[config.mk]
export PLATFORM = sky130hd
export DESIGN_NAME = sfed_top
export DESIGN_NICKNAME = d
export VERILOG_FILES = /design/src/sfed_pkg.sv /design/src/sfed_top.sv
export VERILOG_INCLUDE_DIRS = /design/src /design/src/src
export SDC_FILE = /design/constraint.sdc
export NUM_CORES = 1
export LEC_CHECK = 0
export BUFFER_PORTS_ARGS = -buffer_cell sky130_fd_sc_hd__clkbuf_2
export CORE_ASPECT_RATIO = 1.1
export CORE_MARGIN = 1.5
export CORE_UTILIZATION = 40
export DETAILED_ROUTE_END_ITERATION = 16
export RECOVER_POWER = 25
export SETUP_SLACK_MARGIN = 0.05
export SYNTH_ARGS = -nofsm -noshare
export SYNTH_HDL_FRONTEND = slang
export SYNTH_SLANG_ARGS = --single-unit
[constraint.sdc]
create_clock -name SYS_CLK -period 3 [get_ports SYS_CLK]
set_clock_uncertainty 0.15 [all_clocks]
set_input_delay 0.3 -clock SYS_CLK [delete_from_list [all_inputs] [get_ports SYS_CLK]]
set_output_delay 0.3 -clock SYS_CLK [all_outputs]
set_load 0.01 [all_outputs]
[src/sfed_params.svh]
// constants for the servo fault event detector
`ifndef SFED_PARAMS_SVH
`define SFED_PARAMS_SVH
`define SFED_ADDR_W        4
`define SFED_CODE_STOP     32'h64E20000
`define SFED_CODE_CMD      32'h74810000
`define SFED_CODE_COMPETE  32'h78010000
`define SFED_CODE_ABSENC   32'h78020000
`define SFED_CODE_STCHG    32'h84B10000
`define SFED_CODE_ILLEGAL  32'h84B20000
`define SFED_CODE_SYNC     32'h84B30000
`define SFED_CODE_WDOG     32'h84B50000
`define SFED_CODE_ESCINIT  32'h84B60000
`define SFED_CODE_VERIFY   32'h84B70000
`define SFED_CODE_SETTING  32'h84B80000
`define SFED_OFS_STATUS    4'h0
`define SFED_OFS_MASK      4'h1
`define SFED_OFS_CODE      4'h2
`define SFED_OFS_PEND      4'h3
`define SFED_OFS_WDOG_LIM  4'h4
`define SFED_OFS_SYNC_LIM  4'h5
`define SFED_OFS_WARN_LIM  4'h6
`define SFED_OFS_ROT_LIM   4'h7
`define SFED_OFS_CTRL      4'h8
`define SFED_N_EV          11
`define SFED_EV_STOP       0
`define SFED_EV_CMD        1
`define SFED_EV_COMPETE    2
`define SFED_EV_ABSENC     3
`define SFED_EV_STCHG      4
`define SFED_EV_ILLEGAL    5
`define SFED_EV_SYNC       6
`define SFED_EV_WDOG       7
`define SFED_EV_ESCINIT    8
`define SFED_EV_VERIFY     9
`define SFED_EV_SETTING    10
`define SFED_WDOG_LIM_RST  32'h000F4240
`define SFED_SYNC_LIM_RST  8'h03
`define SFED_WARN_LIM_RST  8'h03
`define SFED_ROT_LIM_RST   16'h0001
`define SFED_MODE_PP       8'h01
`define SFED_MODE_CSP      8'h08
`define SFED_MODE_CSV      8'h09
`define SFED_MODE_CST      8'h0A
`define SFED_MODE_HM       8'h06
`define SFED_NS_INIT       4'h1
`define SFED_NS_PREOP      4'h2
`define SFED_NS_SAFEOP     4'h4
`define SFED_NS_OP         4'h8
`endif

[src/sfed_pkg.sv]
// types for the servo fault event detector
package sfed_pkg;
  // one network state-change request from the fieldbus side
  typedef struct packed {
    logic       valid;
    logic [3:0] cur;
    logic [3:0] req;
  } sfed_nsreq_t;
  // one object write from the host
  typedef struct packed {
    logic       mode_wr;
    logic [7:0] mode_val;
    logic       homing_start;
    logic [7:0] homing_method;
  } sfed_objwr_t;
endpackage : sfed_pkg

[src/sfed_top.sv]
// servo fault event detector with register port and interrupt
`timescale 1ns/1ps
`default_nettype none
`include "sfed_params.svh"
// Behaviour
// - stop input raises immediate-stop event
// - remote, enabled, leaving operational: command error
// - local, test session, op or preop to init: command error
// - unsupported operation mode: command error
// - fully-closed with csv/cst: command error
// - homing with unsupported method: command error
// - consecutive data warnings reach count: error
// - trial run with preop or enable
// - power-up encoder rotation over limit
// - disallowed defined transition raises event
// - undefined transition code raises event
// - sync receive failures exceed limit
// - process data watchdog timeout
// - controller initialisation failure
// - slave verification failure
// - bad setting or unsupported state
module sfed_top (
  input  wire logic                   SYS_CLK,
  input  wire logic                   RESETN,
  input  wire logic [`SFED_ADDR_W-1:0] ADDR,
  input  wire logic [31:0]            WDATA,
  input  wire logic                   WR,
  input  wire logic                   RD,
  output logic      [31:0]            RDATA,
  output logic                        IRQ,
  input  wire logic                   STOP_IN,
  input  wire logic                   REMOTE,
  input  wire logic                   SERVO_ON,
  input  wire logic                   FULLY_CLOSED,
  input  wire logic                   FREQUENCY_ANALYSIS_RUN,
  input  wire logic                   TEST_RUN,
  input  wire logic                   ENABLE_REQ,
  input  wire sfed_pkg::sfed_nsreq_t  NS_REQ,
  input  wire sfed_pkg::sfed_objwr_t  OBJ_WR,
  input  wire logic                   DATA_WARN,
  input  wire logic                   DATA_OK,
  input  wire logic                   SYNC_TICK,
  input  wire logic                   SYNC_RX,
  input  wire logic                   PDO_RX,
  input  wire logic                   POWER_UP_CHK,
  input  wire logic [15:0]            ENC_ROT,
  input  wire logic                   SLAVE_CTRL_INIT_FAIL,
  input  wire logic                   VERIFY_FAIL,
  input  wire logic                   SETTING_BAD,
  input  wire logic                   HOST_CLEAR,
  output logic      [31:0]            EVENT_CODE,
  output logic                        EVENT_PEND
);

  localparam int NE = `SFED_N_EV;

  // software registers
  logic [NE-1:0] status_reg;       // sticky event bits
  logic [NE-1:0] mask_reg;         // interrupt enables
  logic [31:0]   wdog_lim_reg;     // watchdog period in cycles
  logic [7:0]    sync_lim_reg;     // sync failure limit
  logic [7:0]    warn_lim_reg;     // data warning detection count
  logic [15:0]   rot_lim_reg;      // power-up rotation limit
  logic          ctrl_wd_en_reg;   // watchdog enable
  // detector state
  logic [31:0]   wdog_cnt_reg;     // cycles since last process data
  logic [7:0]    sync_cnt_reg;     // consecutive sync misses
  logic          sync_got_reg;     // data seen this sync cycle
  logic [7:0]    warn_cnt_reg;     // consecutive data warnings
  logic          stop_d_reg;       // stop input last cycle
  logic          pend_reg;         // first-event latch valid
  logic [31:0]   code_reg;         // first-event code
  logic [31:0]   rdata_reg;        // read answer
  logic          irq_reg;          // registered interrupt

  // bus decode
  wire wr_status = WR && (ADDR == `SFED_OFS_STATUS);
  wire wr_mask   = WR && (ADDR == `SFED_OFS_MASK);
  wire wr_pend   = WR && (ADDR == `SFED_OFS_PEND);
  wire wr_wlim   = WR && (ADDR == `SFED_OFS_WDOG_LIM);
  wire wr_slim   = WR && (ADDR == `SFED_OFS_SYNC_LIM);
  wire wr_clim   = WR && (ADDR == `SFED_OFS_WARN_LIM);
  wire wr_rlim   = WR && (ADDR == `SFED_OFS_ROT_LIM);
  wire wr_ctrl   = WR && (ADDR == `SFED_OFS_CTRL);

  // network state-change classification
  wire [3:0] cur = NS_REQ.cur;
  wire [3:0] req = NS_REQ.req;
  // only the four one-hot states are defined codes
  wire req_defined = (req == `SFED_NS_INIT) || (req == `SFED_NS_PREOP) ||
                     (req == `SFED_NS_SAFEOP) || (req == `SFED_NS_OP);
  // undefined code: zero, no bits set
  wire req_undef = NS_REQ.valid && (req == 4'h0);
  // unsupported state: any other non-one-hot pattern
  wire req_unsup = NS_REQ.valid && !req_defined && (req != 4'h0);
  // allowed steps: down to any lower state, or up by one
  wire step_ok = (req <= cur) || (req == {cur[2:0], 1'b0});
  wire req_bad_step = NS_REQ.valid && req_defined && !step_ok;

  // command error causes
  wire leave_op = NS_REQ.valid && (cur == `SFED_NS_OP) &&
                  (req != `SFED_NS_OP);
  wire c_remote = REMOTE && SERVO_ON && leave_op;
  wire to_init  = NS_REQ.valid && (req == `SFED_NS_INIT) &&
                  ((cur == `SFED_NS_OP) || (cur == `SFED_NS_PREOP));
  wire c_local  = !REMOTE && (FREQUENCY_ANALYSIS_RUN || TEST_RUN) &&
                  to_init;
  wire mode_known = (OBJ_WR.mode_val == `SFED_MODE_PP)  ||
                    (OBJ_WR.mode_val == `SFED_MODE_CSP) ||
                    (OBJ_WR.mode_val == `SFED_MODE_CSV) ||
                    (OBJ_WR.mode_val == `SFED_MODE_CST) ||
                    (OBJ_WR.mode_val == `SFED_MODE_HM);
  wire c_mode   = OBJ_WR.mode_wr && !mode_known;
  wire c_closed = OBJ_WR.mode_wr && FULLY_CLOSED &&
                  ((OBJ_WR.mode_val == `SFED_MODE_CSV) ||
                   (OBJ_WR.mode_val == `SFED_MODE_CST));
  wire [7:0] hm = OBJ_WR.homing_method;
  wire hm_ok = (hm == 8'h08) || (hm == 8'h0C) || (hm == 8'h13) ||
               (hm == 8'h14) || (hm == 8'h21) || (hm == 8'h22) ||
               (hm == 8'h23);
  wire c_home   = OBJ_WR.homing_start && !hm_ok;
  wire [7:0] warn_cnt_next = warn_cnt_reg + 8'h01;
  wire c_warn   = DATA_WARN && (warn_cnt_next >= warn_lim_reg);
  wire ev_cmd   = c_remote || c_local || c_mode || c_closed ||
                  c_home || c_warn;

  // trial-run competition
  wire to_preop = NS_REQ.valid && (cur == `SFED_NS_INIT) &&
                  (req == `SFED_NS_PREOP);
  wire ev_compete = FREQUENCY_ANALYSIS_RUN &&
                    (to_preop || ENABLE_REQ);

  // power-up rotation check
  wire ev_absenc = POWER_UP_CHK && (ENC_ROT > rot_lim_reg);

  // sync cycle miss counting
  wire got_now   = sync_got_reg || SYNC_RX;
  wire miss      = SYNC_TICK && !got_now;
  wire [7:0] sync_cnt_next = miss ? sync_cnt_reg + 8'h01 :
                             (SYNC_TICK ? 8'h00 : sync_cnt_reg);
  wire ev_sync   = miss && (sync_cnt_next > sync_lim_reg);

  // watchdog
  wire [31:0] wdog_cnt_next = PDO_RX ? 32'h0 :
    ((wdog_cnt_reg == 32'hFFFFFFFF) ? wdog_cnt_reg :
     wdog_cnt_reg + 32'h1);
  // at or past the limit: a count already beyond a lowered limit, or
  // one that ran on while disabled, must still trip and not saturate
  wire ev_wdog = ctrl_wd_en_reg && !PDO_RX &&
                 (wdog_cnt_reg >= wdog_lim_reg);

  // event vector
  wire [NE-1:0] ev;
  assign ev[`SFED_EV_STOP]    = STOP_IN && !stop_d_reg;
  assign ev[`SFED_EV_CMD]     = ev_cmd;
  assign ev[`SFED_EV_COMPETE] = ev_compete;
  assign ev[`SFED_EV_ABSENC]  = ev_absenc;
  assign ev[`SFED_EV_STCHG]   = req_bad_step;
  assign ev[`SFED_EV_ILLEGAL] = req_undef;
  assign ev[`SFED_EV_SYNC]    = ev_sync;
  assign ev[`SFED_EV_WDOG]    = ev_wdog;
  assign ev[`SFED_EV_ESCINIT] = SLAVE_CTRL_INIT_FAIL;
  assign ev[`SFED_EV_VERIFY]  = VERIFY_FAIL;
  assign ev[`SFED_EV_SETTING] = SETTING_BAD || req_unsup;

  // priority encode, lowest index first
  logic [31:0] ev_code;
  always_comb
  begin
    ev_code = 32'h0;
    for (int i = NE - 1; i >= 0; i--)
      if (ev[i])
        ev_code = code_of(i);
  end

  function automatic logic [31:0] code_of(input int i);
    logic [31:0] c;
    c = 32'h0;
    unique case (i)
      `SFED_EV_STOP:    c = `SFED_CODE_STOP;
      `SFED_EV_CMD:     c = `SFED_CODE_CMD;
      `SFED_EV_COMPETE: c = `SFED_CODE_COMPETE;
      `SFED_EV_ABSENC:  c = `SFED_CODE_ABSENC;
      `SFED_EV_STCHG:   c = `SFED_CODE_STCHG;
      `SFED_EV_ILLEGAL: c = `SFED_CODE_ILLEGAL;
      `SFED_EV_SYNC:    c = `SFED_CODE_SYNC;
      `SFED_EV_WDOG:    c = `SFED_CODE_WDOG;
      `SFED_EV_ESCINIT: c = `SFED_CODE_ESCINIT;
      `SFED_EV_VERIFY:  c = `SFED_CODE_VERIFY;
      default:          c = `SFED_CODE_SETTING;
    endcase
    return c;
  endfunction : code_of

  // first-event latch: a new event beats a clear in the same cycle
  wire clr_pend = HOST_CLEAR || (wr_pend && WDATA[0]);
  wire any_ev   = |ev;
  wire          pend_next = (pend_reg && !clr_pend) || any_ev;
  wire [31:0]   code_next = (any_ev && (!pend_reg || clr_pend)) ?
                            ev_code : code_reg;

  // sticky status: set wins over write-one-to-clear
  wire [NE-1:0] clr_bits    = wr_status ? WDATA[NE-1:0] : '0;
  wire [NE-1:0] status_next = (status_reg & ~clr_bits) | ev;
  wire          irq_next    = |(status_next & mask_reg);

  // read mux
  logic [31:0] rd_mux;
  always_comb
  begin
    rd_mux = 32'h0;
    unique case (ADDR)
      `SFED_OFS_STATUS:   rd_mux = {{(32-NE){1'b0}}, status_reg};
      `SFED_OFS_MASK:     rd_mux = {{(32-NE){1'b0}}, mask_reg};
      `SFED_OFS_CODE:     rd_mux = code_reg;
      `SFED_OFS_PEND:     rd_mux = {31'h0, pend_reg};
      `SFED_OFS_WDOG_LIM: rd_mux = wdog_lim_reg;
      `SFED_OFS_SYNC_LIM: rd_mux = {24'h0, sync_lim_reg};
      `SFED_OFS_WARN_LIM: rd_mux = {24'h0, warn_lim_reg};
      `SFED_OFS_ROT_LIM:  rd_mux = {16'h0, rot_lim_reg};
      `SFED_OFS_CTRL:     rd_mux = {31'h0, ctrl_wd_en_reg};
      default:            rd_mux = 32'h0;  // unmapped reads zero
    endcase
  end

  // configuration registers
  always_ff @(posedge SYS_CLK or negedge RESETN)
  begin
    if (!RESETN)
    begin
      mask_reg       <= '0;
      wdog_lim_reg   <= `SFED_WDOG_LIM_RST;
      sync_lim_reg   <= `SFED_SYNC_LIM_RST;
      warn_lim_reg   <= `SFED_WARN_LIM_RST;
      rot_lim_reg    <= `SFED_ROT_LIM_RST;
      ctrl_wd_en_reg <= 1'b0;
    end
    else
    begin
      if (wr_mask) mask_reg <= WDATA[NE-1:0];
      if (wr_wlim) wdog_lim_reg <= WDATA;
      if (wr_slim) sync_lim_reg <= WDATA[7:0];
      if (wr_clim) warn_lim_reg <= WDATA[7:0];
      if (wr_rlim) rot_lim_reg <= WDATA[15:0];
      if (wr_ctrl) ctrl_wd_en_reg <= WDATA[0];
    end
  end

  // detector counters
  always_ff @(posedge SYS_CLK or negedge RESETN)
  begin
    if (!RESETN)
    begin
      wdog_cnt_reg <= 32'h0;
      sync_cnt_reg <= 8'h00;
      sync_got_reg <= 1'b0;
      warn_cnt_reg <= 8'h00;
      stop_d_reg   <= 1'b0;
    end
    else
    begin
      wdog_cnt_reg <= ev_wdog ? 32'h0 : wdog_cnt_next;
      sync_cnt_reg <= ev_sync ? 8'h00 : sync_cnt_next;
      sync_got_reg <= SYNC_TICK ? 1'b0 : got_now;
      // any good setting breaks the warning run
      if (c_warn || DATA_OK)
        warn_cnt_reg <= 8'h00;
      else if (DATA_WARN)
        warn_cnt_reg <= warn_cnt_next;
      stop_d_reg   <= STOP_IN;
    end
  end

  // event capture and outputs
  always_ff @(posedge SYS_CLK or negedge RESETN)
  begin
    if (!RESETN)
    begin
      status_reg <= '0;
      pend_reg   <= 1'b0;
      code_reg   <= 32'h0;
      rdata_reg  <= 32'h0;
      irq_reg    <= 1'b0;
    end
    else
    begin
      status_reg <= status_next;
      pend_reg   <= pend_next;
      code_reg   <= code_next;
      rdata_reg  <= RD ? rd_mux : 32'h0;
      irq_reg    <= irq_next;
    end
  end

  assign RDATA      = rdata_reg;
  assign IRQ        = irq_reg;
  assign EVENT_CODE = code_reg;
  assign EVENT_PEND = pend_reg;

endmodule : sfed_top
`default_nettype wire

==> run summary <==
Status - finished with violations
Violated checks - max-capacitance violations, max-slew violations, negative setup slack
Post-route insts no fill - 1,526
Worst skew pair latency - 0.43 ns
Clock share of power - 0.330
# DRC - 0
CP Launch Type - flop
Switching share of power - 0.3077
DRT antenna net count - 0
Unique masters post-synth - 72
Data required time of the worst path - 3.16 ns
FF+latch count, synth - 182
1st-pass router iterations - 7
Largest net degree at the start of global routing - 66
I/O pin total - 166
Number of enable flip-flop cells after synthesis - 0
First-pass GRT wire length - 42,290 µm
Cell area after layout - 0.01242 mm²
Netlist Area Pre-Place - 0.01015 mm²
Total clock sinks - 182
1st-iter DRT viols - 561
Crit Path Max Fanout - 4
CP arrival - 3.33 ns
DP Wirelength - 19,940 µm
Effective utilization at floorplan - 0.4110
RSZ-0062 raised after global routing - true
Grt total ovfl - 0
Psw - 2.016 mW
Register area share after synthesis - 0.4501
GRT Util Overall - 0.2057
Peak supply drop - 0.3463 mV
Post-Place Cells - 1,459
Final wirelength - 26,430 µm
Crit path kind - flop to flop
GP Congestion - 0.8453
Layout Nets - 1,374
Multi-input logic area - 0.005191 mm²
Longest Clk Path Bufs - 2
Core Box Area - 0.02470 mm²
Max-slew violation count - 65
Reg area - 0.004569 mm²
Clk pin slew, worst setup/hold paths - 0.07 ns
CP Capture Type - flop
Number of CTS-inserted buffers - 17
Max Cap Violations - 1
Layout cells sized above 1 - 0.2788
Die Width - 154.9 µm
H-tree depth - 4
Die span in y - 170.1 µm
Power per Cell Area - 527.5 mW/mm²
Synth warnings - 0
Leading cell types in the layout, fill and taps excluded - dfrtp_1, clkbuf_2, nand2_1, inv_1, mux2_2
Post-DR vias/cell - 5.307
CTS tree - done
Min Tclk post-route - 3.170 ns
Final worst-path cycle share - 1.057
Synth async-reset ratio - 1.000
Fmax - 315.5 MHz
Slew Limit Headroom - -0.1200
Worst Slack Setup Final - -0.1699 ns
Sequential fraction of design power - 0.467
Final Total Pwr - 6.551 mW
Top_reg_cell synth - dfrtp_1
Part of the power in combinational logic - 0.203
Worst-Margin Slew - 1.680 ns
Cells after Synth - 989
Via Count - 8,098
Final setup fails - 11
Initial antenna violation count - 0
Port bufs - 147
Routed WL per cell - 17.32 µm
P_int - 4.535 mW
Number of diodes - 0
Clk root buf - clkbuf_16
Syn Area/Cell - 10.26 µm²
Dpl cell area - 0.01151 mm²
Fillers - 2,317
Worst min-delay path category - primary input to flop
Leak - 5.764 nW
Commonest non-fill, non-tap cell in the layout - dfrtp_1
Cell Rows - 60
Area growth syn-to-layout - 22.36%
DP Worst Slack - -0.2023 ns
Vias in the first global route - 8,023
Die ar. - 0.02634 mm²
Final Hold Vio Count - 0
-- area by class of cell --
type | instances | area share
flip-flops and latches | 182 | 0.3679
clock inverters | 15 | 0.01088
well taps | 310 | 0.03123
multi-input cells | 694 | 0.4179
inverters | 77 | 0.02327
repair buffers | 231 | 0.1145
clock buffers | 17 | 0.03425
-- final timing paths --
| path | startpoint | to | slack, ns | depth (start not counted) |
|---|---|---|---|---|
| max reg2reg | sync_cnt_reg[1] | EVENT_CODE[22] | -0.17 | 13 |
| min in group asynchronous | RESETN | RDATA[22] | 0.69 | 2 |
| max in group asynchronous | RESETN | wdog_cnt_reg[6] | 0.44 | 3 |
| max | sync_cnt_reg[1] | EVENT_CODE[22] | -0.17 | 13 |
| min | VERIFY_FAIL | status_reg[9] | 0.02 | 2 |
| min reg2reg | warn_cnt_reg[7] | warn_cnt_reg[7] | 0.37 | 2 |
-- cell families (layout without fill, tap and decap cells) --
group / Yosys count / in the layout / share of synthesized area
fa+ha+maj: 73 / 73 / 0.08949
compound gates: 181 / 181 / 0.1222
buf+inv: 130 / 340 / 0.05645
xor+xnor: 42 / 42 / 0.03624
other cells: 1 / 18 / 0.0003694
mux: 81 / 81 / 0.08949
simple gates: 299 / 299 / 0.1557
flops: 182 / 182 / 0.4501
-- synth_stat cells, drive strengths merged (7+ instances only) --
| library cell | instances | area share |
|---|---|---|
| a21o | 14 | 0.010 |
| and4 | 10 | 0.0086 |
| nand4 | 20 | 0.014 |
| nor3b | 7 | 0.0057 |
| nand3 | 28 | 0.014 |
| a21oi | 54 | 0.027 |
| dfstp | 12 | 0.031 |
| xor2 | 21 | 0.018 |
| ha | 71 | 0.088 |
| xnor2 | 21 | 0.018 |
| nor3 | 18 | 0.0089 |
| inv | 77 | 0.028 |
| buf | 29 | 0.019 |
| dfrtp | 170 | 0.42 |
| nor2 | 73 | 0.027 |
| a222oi | 19 | 0.019 |
| mux2 | 78 | 0.087 |
| nand2b | 7 | 0.0043 |
| clkbuf | 24 | 0.0089 |
| a22oi | 16 | 0.012 |
| nand2 | 80 | 0.030 |
| or3 | 11 | 0.0073 |
| and3 | 11 | 0.0068 |
| o21ai | 38 | 0.019 |
-- what timing repair did --
| item | in CTS | in global routing |
|---|---|---|
| endpoints found under the hold margin | 86 | 0 |
| pin swaps | 6 | 12 |
| endpoints found under the setup margin | 12 | 43 |
| hold buffers | 25 | 0 |
| buffers inserted | 5 | 8 |
| gates resized for setup | 6 | 15 |
-- power by group through the flow --
| stage | Sequential [mW] | Combinational, mW | Clock (mW) |
|---|---|---|---|
| final | 3.06 | 1.33 | 2.16 |
| after global routing | 3.10 | 1.50 | 2.32 |
| after CTS | 3.06 | 1.32 | 2.21 |
| after detailed placement | 3.10 | 1.28 | 0 |
| after global placement | 3.10 | 1.24 | 0 |
| after floorplan | 3.00 | 0.841 | 0 |
-- critical path, cell delays in order, from the launching register on --
cell and delay, ns:
dfrtp_1 0.41, ha_2 0.20, nand2_1 0.08, xor2_1 0.20
nor2_1 0.08, ha_1 0.32, a21o_1 0.18, a211oi_2 0.22
o22ai_1 0.11, or2_4 0.25, nor4_4 0.26, nand4_4 0.16
nand2_4 0.14, mux2_4 0.30
-- through the flow --
stage | utilization | TNS [ns] | hold WS [ns]
global route | 0.5029 | -3.633 | 0.01869
CTS | 0.5010 | -1.029 | 0.00004807
finish | 0.5029 | -1.302 | 0.01780
floorplan | - | -0.1001 | -0.1456
global placement | 0.4661 | -0.7579 | 0.1944
detailed placement | 0.4661 | -1.394 | 0.1950
-- layer usage --
layer / part of all wire / vias to the layer above / GRT usage
met5: 0 / - / 0
met3: 0.043 / 30 / 0.03540
met1: 0.46 / 3919 / 0.2771
li1: - / 3934 / -
met2: 0.48 / 215 / 0.3381
met4: 0.016 / 0 / 0.06271
No activity file was read; power rests on OpenSTA's default activity.
